<file path="src/audio_cfg_pkg.sv">
`default_nettype none
package audio_cfg_pkg;
   // Register word offset (the configuration word sits at the base)
   localparam logic [7:0]  CFG_OFFSET          = 8'h00;
   // Field positions
   localparam int          RX_TH_LSB           = 12;
   localparam int          TX_TH_LSB           = 8;
   localparam int          POLICY_BIT          = 6;
   localparam int          CODEC_BIT           = 5;
   localparam int          FORMAT_BIT          = 4;
   localparam int          SOFT_RST_BIT        = 3;
   localparam int          BCK_DIR_BIT         = 2;
   localparam int          SYNC_DIR_BIT        = 1;
   localparam int          ENABLE_BIT          = 0;
   // Value after reset
   localparam logic [31:0] CFG_RESET           = 32'h0000_7800;
   // Writable bits: 15:8 and 6:0 except the self-clearing bit 3
   localparam logic [31:0] CFG_RW_MASK         = 32'h0000_FF77;
   // Frame sync for the AC-link, 48 kHz from a 10 MHz clock
   localparam int          CLK_HZ              = 10_000_000;
   localparam int          FRAME_HZ            = 48_000;
   localparam int          FRAME_CYCLES        = CLK_HZ / FRAME_HZ;
   // Sync pulse length within the frame, in cycles
   localparam int          SYNC_HIGH_CYCLES    = 2;
   // I2S slave/master role encodings
   typedef enum logic [3:0]
   {
      ROLE_SLAVE       = 4'b0001,
      ROLE_MASTER_EXT  = 4'b0010,
      ROLE_RESERVED    = 4'b0100,
      ROLE_MASTER      = 4'b1000
   } role_e;
endpackage
`default_nettype wire

</file>
<file path="src/audio_link_config_control.sv">
// How it works
// - Receive flag when level >= 2*(threshold+1)
// - Transmit flag when level <= 2*threshold
// - Reserved bits ignore writes, read zero
// - Underflow sends zero or repeats last
// - Codec select: external 0, internal 1
// - Format select: AC-link 0, I2S 1
// - Soft reset pulses, reads zero
// - Bit clock driven only I2S, direction set
// - Sync direction honoured only in I2S
// - Global enable gates controller operation
// - Direction pair selects slave/master role
// - Disabled: outputs low, directions from config
// - AC-link sync driven at 48 kHz
`timescale 1ns/1ps
`default_nettype none
module audio_link_config_control
   import audio_cfg_pkg::*;
#(
   parameter int LEVEL_W = 6              // FIFO level width, 32 samples
)
(
   input  wire logic                clk,
   input  wire logic                rst_n,
   input  wire logic                cfg_write,          // Register write strobe
   input  wire logic [31:0]         cfg_wdata,          // Register write data
   output logic      [31:0]         audio_link_configuration, // Read data
   input  wire logic [LEVEL_W-1:0]  receive_fifo_level,
   input  wire logic [LEVEL_W-1:0]  transmit_fifo_level,
   output logic                     receive_service_flag,
   output logic                     transmit_service_flag,
   output logic                     controller_reset,   // Soft reset pulse
   output logic                     global_enable,
   output logic                     format_select,
   output logic                     codec_select,
   output logic                     underflow_sample_policy,
   input  wire logic [31:0]         tx_fifo_sample,     // Head of transmit FIFO
   input  wire logic                tx_underflow,       // FIFO empty on demand
   input  wire logic                tx_sample_take,     // Shifter takes a sample
   output logic      [31:0]         tx_sample_out,      // Sample sent on link
   output role_e                    i2s_role,
   input  wire logic                bit_clock_in,       // Internal bit clock
   input  wire logic                sync_in,            // Internal I2S sync
   output logic                     bit_clock_out,
   output logic                     bit_clock_oe,
   output logic                     sync_out,
   output logic                     sync_oe
);

   // All state of the block
   typedef struct packed
   {
      logic [31:0]          cfg;       // Stored configuration bits
      logic                 srst;      // Soft reset pulse
      logic                 rx_flag;   // Receive service flag
      logic                 tx_flag;   // Transmit service flag
      logic [31:0]          last;      // Last sample taken from FIFO
      logic [31:0]          sample;    // Sample presented to shifter
      logic [15:0]          frame_cnt; // AC-link frame counter
      logic                 bck;       // Registered bit clock out
      logic                 bck_oe;
      logic                 snc;       // Registered sync out
      logic                 snc_oe;
   } state_s;

   state_s st;
   state_s next_st;

   logic [LEVEL_W+1:0] rx_limit;   // 2*(threshold+1)
   logic [LEVEL_W+1:0] tx_limit;   // 2*threshold
   logic               fmt_i2s;
   logic               en;
   logic               frame_end;

   // Threshold arithmetic shared by both flags
   function automatic logic [LEVEL_W+1:0] twice(input logic [4:0] v);
      twice = (LEVEL_W+2)'({v, 1'b0});
   endfunction

   // Next-state logic
   always_comb
   begin
      next_st = st;
      en = st.cfg[ENABLE_BIT];
      fmt_i2s = st.cfg[FORMAT_BIT];
      next_st.srst = 1'b0;
      if (cfg_write)
      begin
         next_st.cfg = cfg_wdata & CFG_RW_MASK;
         next_st.srst = cfg_wdata[SOFT_RST_BIT];
      end
      rx_limit = twice({1'b0, st.cfg[RX_TH_LSB +: 4]} + 5'h01);
      next_st.rx_flag = en && ((LEVEL_W+2)'(receive_fifo_level) >= rx_limit);
      tx_limit = twice({1'b0, st.cfg[TX_TH_LSB +: 4]});
      next_st.tx_flag = en && ((LEVEL_W+2)'(transmit_fifo_level) <= tx_limit);
      if (!en || st.srst)
      begin
         next_st.sample = 32'h0000_0000;
         next_st.last = 32'h0000_0000;
      end
      else if (tx_sample_take)
      begin
         if (tx_underflow)
            next_st.sample = st.cfg[POLICY_BIT] ? st.last : 32'h0000_0000;
         else
         begin
            next_st.sample = tx_fifo_sample;
            next_st.last = tx_fifo_sample;
         end
      end
      frame_end = (st.frame_cnt == 16'(FRAME_CYCLES - 1));
      if (!en || fmt_i2s || frame_end || st.srst)
         next_st.frame_cnt = 16'h0000;
      else
         next_st.frame_cnt = st.frame_cnt + 16'h0001;
      // bit clock direction, AC-link always input
      next_st.bck_oe = fmt_i2s && st.cfg[BCK_DIR_BIT];
      next_st.bck = en && next_st.bck_oe && bit_clock_in;
      next_st.snc_oe = fmt_i2s ? st.cfg[SYNC_DIR_BIT] : 1'b1;
      if (!en)
         next_st.snc = 1'b0;
      else if (fmt_i2s)
         next_st.snc = st.cfg[SYNC_DIR_BIT] && sync_in;
      else
         next_st.snc = (st.frame_cnt < 16'(SYNC_HIGH_CYCLES));
   end

   // State register
   always_ff @(posedge clk)
   begin
      if (!rst_n)
      begin
         st <= '{cfg: CFG_RESET, default: '0};
      end
      else
         st <= next_st;
   end

   // Register read back; soft reset bit reads zero
   assign audio_link_configuration = st.cfg;
   assign receive_service_flag     = st.rx_flag;
   assign transmit_service_flag    = st.tx_flag;
   assign controller_reset         = st.srst;
   assign global_enable            = st.cfg[ENABLE_BIT];
   assign format_select            = st.cfg[FORMAT_BIT];
   assign codec_select             = st.cfg[CODEC_BIT];
   assign underflow_sample_policy  = st.cfg[POLICY_BIT];
   assign tx_sample_out            = st.sample;
   assign bit_clock_out            = st.bck;
   assign bit_clock_oe             = st.bck_oe;
   assign sync_out                 = st.snc;
   assign sync_oe                  = st.snc_oe;

   // Role decode from the direction pair
   always_comb
   begin
      case ({st.cfg[BCK_DIR_BIT], st.cfg[SYNC_DIR_BIT]})
         2'b00:   i2s_role = ROLE_SLAVE;
         2'b01:   i2s_role = ROLE_MASTER_EXT;
         2'b10:   i2s_role = ROLE_RESERVED;
         default: i2s_role = ROLE_MASTER;
      endcase
   end

   reserved_zero_a: assert property (@(posedge clk) disable iff (!rst_n)
      audio_link_configuration[31:16] == 16'h0000 && !audio_link_configuration[7])
      else $error("reserved bits nonzero");

   cfg_write_a: assert property (@(posedge clk) disable iff (!rst_n)
      cfg_write |=> audio_link_configuration == ($past(cfg_wdata) & CFG_RW_MASK))
      else $error("register write wrong");

   cfg_hold_a: assert property (@(posedge clk) disable iff (!rst_n)
      !cfg_write |=> $stable(audio_link_configuration))
      else $error("register changed without write");

   srst_readback_a: assert property (@(posedge clk) disable iff (!rst_n)
      cfg_write && cfg_wdata[3] |=> controller_reset && !audio_link_configuration[3])
      else $error("soft reset not pulsed");

   srst_zero_a: assert property (@(posedge clk) disable iff (!rst_n)
      cfg_write && !cfg_wdata[SOFT_RST_BIT] |=> !controller_reset)
      else $error("soft reset without request");

   srst_clears_a: assert property (@(posedge clk) disable iff (!rst_n)
      controller_reset |=> tx_sample_out == 32'h0000_0000)
      else $error("sample kept over soft reset");

   rx_flag_a: assert property (@(posedge clk) disable iff (!rst_n)
      global_enable && (32'(receive_fifo_level) >= 2 * (32'(audio_link_configuration[15:12]) + 1))
      && !cfg_write |=> receive_service_flag)
      else $error("receive flag missing");

   rx_flag_off_a: assert property (@(posedge clk) disable iff (!rst_n)
      global_enable && (32'(receive_fifo_level) < 2 * (32'(audio_link_configuration[15:12]) + 1))
      |=> !receive_service_flag)
      else $error("receive flag early");

   tx_flag_a: assert property (@(posedge clk) disable iff (!rst_n)
      global_enable && (32'(transmit_fifo_level) > 2 * 32'(audio_link_configuration[11:8]))
      |=> !transmit_service_flag)
      else $error("transmit flag wrong");

   tx_flag_on_a: assert property (@(posedge clk) disable iff (!rst_n)
      global_enable && (32'(transmit_fifo_level) <= 2 * 32'(audio_link_configuration[11:8]))
      |=> transmit_service_flag)
      else $error("transmit flag missing");

   flags_disabled_a: assert property (@(posedge clk) disable iff (!rst_n)
      !global_enable |=> !receive_service_flag && !transmit_service_flag)
      else $error("flag raised while disabled");

   disabled_sample_a: assert property (@(posedge clk) disable iff (!rst_n)
      !global_enable |=> tx_sample_out == 32'h0000_0000)
      else $error("sample sent while disabled");

   zero_sample_a: assert property (@(posedge clk) disable iff (!rst_n)
      global_enable && !controller_reset && tx_sample_take && tx_underflow && !underflow_sample_policy
      |=> tx_sample_out == 32'h0000_0000)
      else $error("underflow not zero");

   last_sample_a: assert property (@(posedge clk) disable iff (!rst_n)
      global_enable && !controller_reset && tx_sample_take && tx_underflow && underflow_sample_policy
      |=> tx_sample_out == $past(st.last))
      else $error("underflow not repeated");

   codec_follow_a: assert property (@(posedge clk) disable iff (!rst_n)
      cfg_write |=> codec_select == $past(cfg_wdata[CODEC_BIT]))
      else $error("codec select wrong");

   format_follow_a: assert property (@(posedge clk) disable iff (!rst_n)
      cfg_write |=> format_select == $past(cfg_wdata[FORMAT_BIT]))
      else $error("format select wrong");

   aclink_clock_a: assert property (@(posedge clk) disable iff (!rst_n)
      !format_select |=> !bit_clock_oe)
      else $error("bit clock driven in AC-link");

   i2s_clock_a: assert property (@(posedge clk) disable iff (!rst_n)
      format_select |=> bit_clock_oe == $past(audio_link_configuration[BCK_DIR_BIT]))
      else $error("bit clock direction wrong");

   clock_fwd_a: assert property (@(posedge clk) disable iff (!rst_n)
      global_enable && format_select && audio_link_configuration[BCK_DIR_BIT]
      |=> bit_clock_out == $past(bit_clock_in))
      else $error("bit clock not forwarded");

   i2s_sync_a: assert property (@(posedge clk) disable iff (!rst_n)
      format_select |=> sync_oe == $past(audio_link_configuration[SYNC_DIR_BIT]))
      else $error("sync direction wrong");

   sync_fwd_a: assert property (@(posedge clk) disable iff (!rst_n)
      global_enable && format_select
      |=> sync_out == $past(audio_link_configuration[SYNC_DIR_BIT] && sync_in))
      else $error("sync not forwarded");

   aclink_sync_a: assert property (@(posedge clk) disable iff (!rst_n)
      !format_select |=> sync_oe)
      else $error("sync not driven in AC-link");

   disabled_low_a: assert property (@(posedge clk) disable iff (!rst_n)
      !global_enable && !cfg_write |=> !bit_clock_out && !sync_out)
      else $error("outputs not low");

   role_slave_a: assert property (@(posedge clk) disable iff (!rst_n)
      !audio_link_configuration[BCK_DIR_BIT] && !audio_link_configuration[SYNC_DIR_BIT]
      |-> i2s_role == ROLE_SLAVE)
      else $error("slave role wrong");

   role_master_a: assert property (@(posedge clk) disable iff (!rst_n)
      audio_link_configuration[BCK_DIR_BIT] && audio_link_configuration[SYNC_DIR_BIT]
      |-> i2s_role == ROLE_MASTER)
      else $error("master role wrong");

   frame_len_a: assert property (@(posedge clk) disable iff (!rst_n)
      st.frame_cnt < 16'(FRAME_CYCLES))
      else $error("frame counter overrun");

   aclink_sync_start_a: assert property (@(posedge clk) disable iff (!rst_n)
      global_enable && !format_select && st.frame_cnt == 16'h0000 |=> sync_out)
      else $error("frame sync missing");

   aclink_sync_end_a: assert property (@(posedge clk) disable iff (!rst_n)
      global_enable && !format_select && st.frame_cnt == 16'(SYNC_HIGH_CYCLES) |=> !sync_out)
      else $error("frame sync too long");
endmodule
`default_nettype wire

</file>
<file path="config.mk">
export PLATFORM = sky130hd
export DESIGN_NAME = audio_link_config_control
export DESIGN_NICKNAME = d
export VERILOG_FILES = /design/src/audio_cfg_pkg.sv /design/src/audio_link_config_control.sv
export SDC_FILE = /design/constraint.sdc
export NUM_CORES = 1
export LEC_CHECK = 0
export BUFFER_PORTS_ARGS = -buffer_cell sky130_fd_sc_hd__buf_4
export CORE_UTILIZATION = 51
export CTS_CLUSTER_SIZE = 12
export DETAILED_ROUTE_END_ITERATION = 8
export PLACE_DENSITY = 0.81
export REMOVE_ABC_BUFFERS = 1
export SETUP_SLACK_MARGIN = 0.05
export SYNTH_ARGS = -nofsm -noshare
export SYNTH_HDL_FRONTEND = slang
export SYNTH_SLANG_ARGS = --single-unit
</file>
<file path="constraint.sdc">
create_clock -name clk -period 1.8 [get_ports clk]
set_clock_uncertainty 0.1 [all_clocks]
set_input_delay 0.45 -clock clk [delete_from_list [all_inputs] [get_ports clk]]
set_output_delay 0.45 -clock clk [all_outputs]
set_load 0.05 [all_outputs]
</file>
==> reports/metrics.yaml <==
min_path:
  hp-class: "primary input to flop"
  hp-start: "transmit_fifo_level[5]"
  min_to: "transmit_service_flag"
  min_path_cells: 2
sta:
  whs_ps: 150
  slew_violations: 0
  timing.final.ws_setup_ps: 127
  period_share: 0.929
  fmax_mhz: 598
  setup_viol_count_final: 0
  fin_crit_ps: 1670
  rsz0062_at_grt: "true"
  hold_viol: 0
setup_path:
  arrival_ps: 1120
  start_kind: "flop"
  ff2ff_setup_slack_ps: 140
  worst_r2r_path_depth: 5
  critPathKind: "flop to output port"
  crit_fanout: 7
  r2r-end: "st[6]"
  end_kind: "output port"
  worstPathRequired_ps: 1250
  timing.rr.start: "st[17]"
yosys:
  ys_seq_area_frac: 0.419
  synth_area_um2: 4820
  yosysWarnings: 0
  ys_seq_elements: 101
  synthCells: 572
  syn_area_per_cell_um2: 8.43
  synth_cell_types: 36
clock_network:
  cts_htree_levels: 3
  clk_pin_slew_ps: 90
  cts-root-buf: "clkbuf_8"
  numCtsBuffers: 9
  insertion_delay_ps: 360
  tritoncts: "done"
  cts.sinks: 101
  cts_max_path_buffers: 2
final_layout:
  fin_nets: 738
  antenna_cells: 0
  utilization: 0.624
  drive_gt1_frac: 0.277
  area_delta_synth_final_pct: 18.9
placement:
  portBuffers: 126
  hpwl_um: 7320
  place_congestion: 0.810
  post-place-ws_ps: 137
die:
  initial_core_util: 0.524
  fp.coreArea_um2: 9200
  io_pins: 162
  dieHeight_um: 99.3
  num_rows: 35
  fp.dieW_um: 99.3
  die-area_um2: 9850
global_route:
  grt_pass1_vias: 3682
  antenna_found_initial: 0
  grt.overflow.total: 0
  grt_usage: 0.211
  grt_max_degree: 65
  grt_pass1_wl_um: 16900
detailed_routing:
  dr.max_layer_used: "met4"
  first_pass_iters: 4
  drt-met1-wl_um: 4450
  drt-vias-per-instance: 5.32
  wl_met3_um: 776
  routed_wl_um: 10200
  met2WireLength_um: 4890
  drc_errors: 0
  ant_nets: 0
  wire_per_inst_um: 13.5
  vias: 4046
  drt_iter0_drc: 211
run:
  maxCapViolCount: 0
pwr:
  p_per_area_nw_per_um2: 821
  p_total_mw: 4.71
  p_leak_nw: 2.33
  ir_drop_v: 0.000486
run_status:
  status: "complete, no violations"
flip-flops by register name, summed over array words and instances (netlist names):
signal,flops
audio_link_configuration,14
bit_clock_oe,1
transmit_service_flag,1
controller_reset,1
st,48
sync_out,1
bit_clock_out,1
receive_service_flag,1
sync_oe,1
tx_sample_out,32
worst max path at each step:
stage	cells past startpoint	endpoint	startpoint
2_1_floorplan	4	st[12]	audio_link_configuration[0]
3_3_place_gp	6	transmit_service_flag	transmit_fifo_level[2]
3_5_place_dp	7	receive_service_flag	audio_link_configuration[12]
4_1_cts	2	i2s_role[3]	audio_link_configuration[2]
5_1_grt	7	receive_service_flag	audio_link_configuration[12]
6_report	3	i2s_role[1]	audio_link_configuration[1]
power by group:
| part | internal [mW] | switching [mW] | total [mW] |
|---|---|---|---|
| combinational | 0.279 | 0.490 | 0.769 |
| sequential | 2.28 | 0.0386 | 2.32 |
| clock | 0.802 | 0.820 | 1.62 |
worst max-delay path, stage by stage (launching register included):
cell     delay (ps)
dfxtp_2         400
inv_1            70
nor2_1          100
buf_4           200
per-stage QoR:
stage	TNS, ps	instance area (um^2)	std cells
6_report	0	5730	760
3_3_place_gp	0	5500	744
4_1_cts	0	5730	760
3_5_place_dp	0	5500	744
5_1_grt	0	5730	760
2_1_floorplan	-94070	4250	488
routing by layer:
metal | vias up | global-route usage
li1 | 1989 | -
met1 | 1884 | 0.256
met2 | 160 | 0.362
met3 | 13 | 0.0590
met4 | 0 | 0.0645
met5 | - | 0
synth_stat cells, drive strengths merged:
master,n,area (um^2)
clkbuf,25,93.8
buf,76,547
a311oi,32,280
conb,1,3.75
and2,1,6.26
nor2,58,243
o211ai,2,15.0
nor2b,14,87.6
and3,3,18.8
a21oi,36,180
and4b,1,10.0
nand2,74,278
xnor2,13,114
a221oi,1,8.76
o31ai,1,21.3
or4,2,15.0
nand3,41,210
dfxtp,101,2020
nand3b,1,7.51
mux2i,12,120
a21boi,1,7.51
inv,11,41.3
xor2,3,26.3
nor3,5,25.0
o21ai,2,10.0
nor4,6,50.0
nand4,4,31.3
ha,11,138
nand2b,34,213
logic make-up (layout without fill, tap and decap cells):
logic type,Yosys count,in the layout,share of synthesized area
DFF,101,101,0.419
muxes,12,12,0.0249
adders and majority gates,11,11,0.0285
and+or+nand+nor,244,244,0.248
other,1,18,0.000777
xor gates and xnor gates,16,16,0.0291
AOI/OAI and AO/OA,75,75,0.108
buffers and inverters,112,172,0.141
cell usage in the layout (no fill, tap or decap), types with 3 or more instances in the layout:
cell type  instances
xor2_1             3
nand2b_1          34
xnor2_1           13
a21oi_1           36
nor2b_1           13
nand3_1           40
clkbuf_8           9
ha_1              11
mux2i_1           12
dfxtp_1           98
nor2_2            10
a311oi_1          32
nor3_1             5
nand2_1           74
dfxtp_2            3
nor2_1            48
and3_1             3
conb_1            18
nor4_1             4
inv_1             11
nand4_1            3
buf_4            143
timing repair:
| action | CTS | global route |
|---|---|---|
| hold buffers | 0 | 0 |
| endpoints found under the setup margin | 4 | 3 |
| cloned | 0 | 0 |
| gates resized for setup | 2 | 2 |
| setup buffers | 0 | 0 |
final cells by class:
cell class                      instances  area (um^2)
Fill cell                             774         3460
Clock buffer                            9          124
Timing Repair Buffer                  145         1110
Clock inverter                          7          105
Tap cell                              111          139
Multi-Input combinational cell        376         2190
Inverter                               11         41.3
Sequential cell                       101         2030
(Power assumes the default switching activity.)
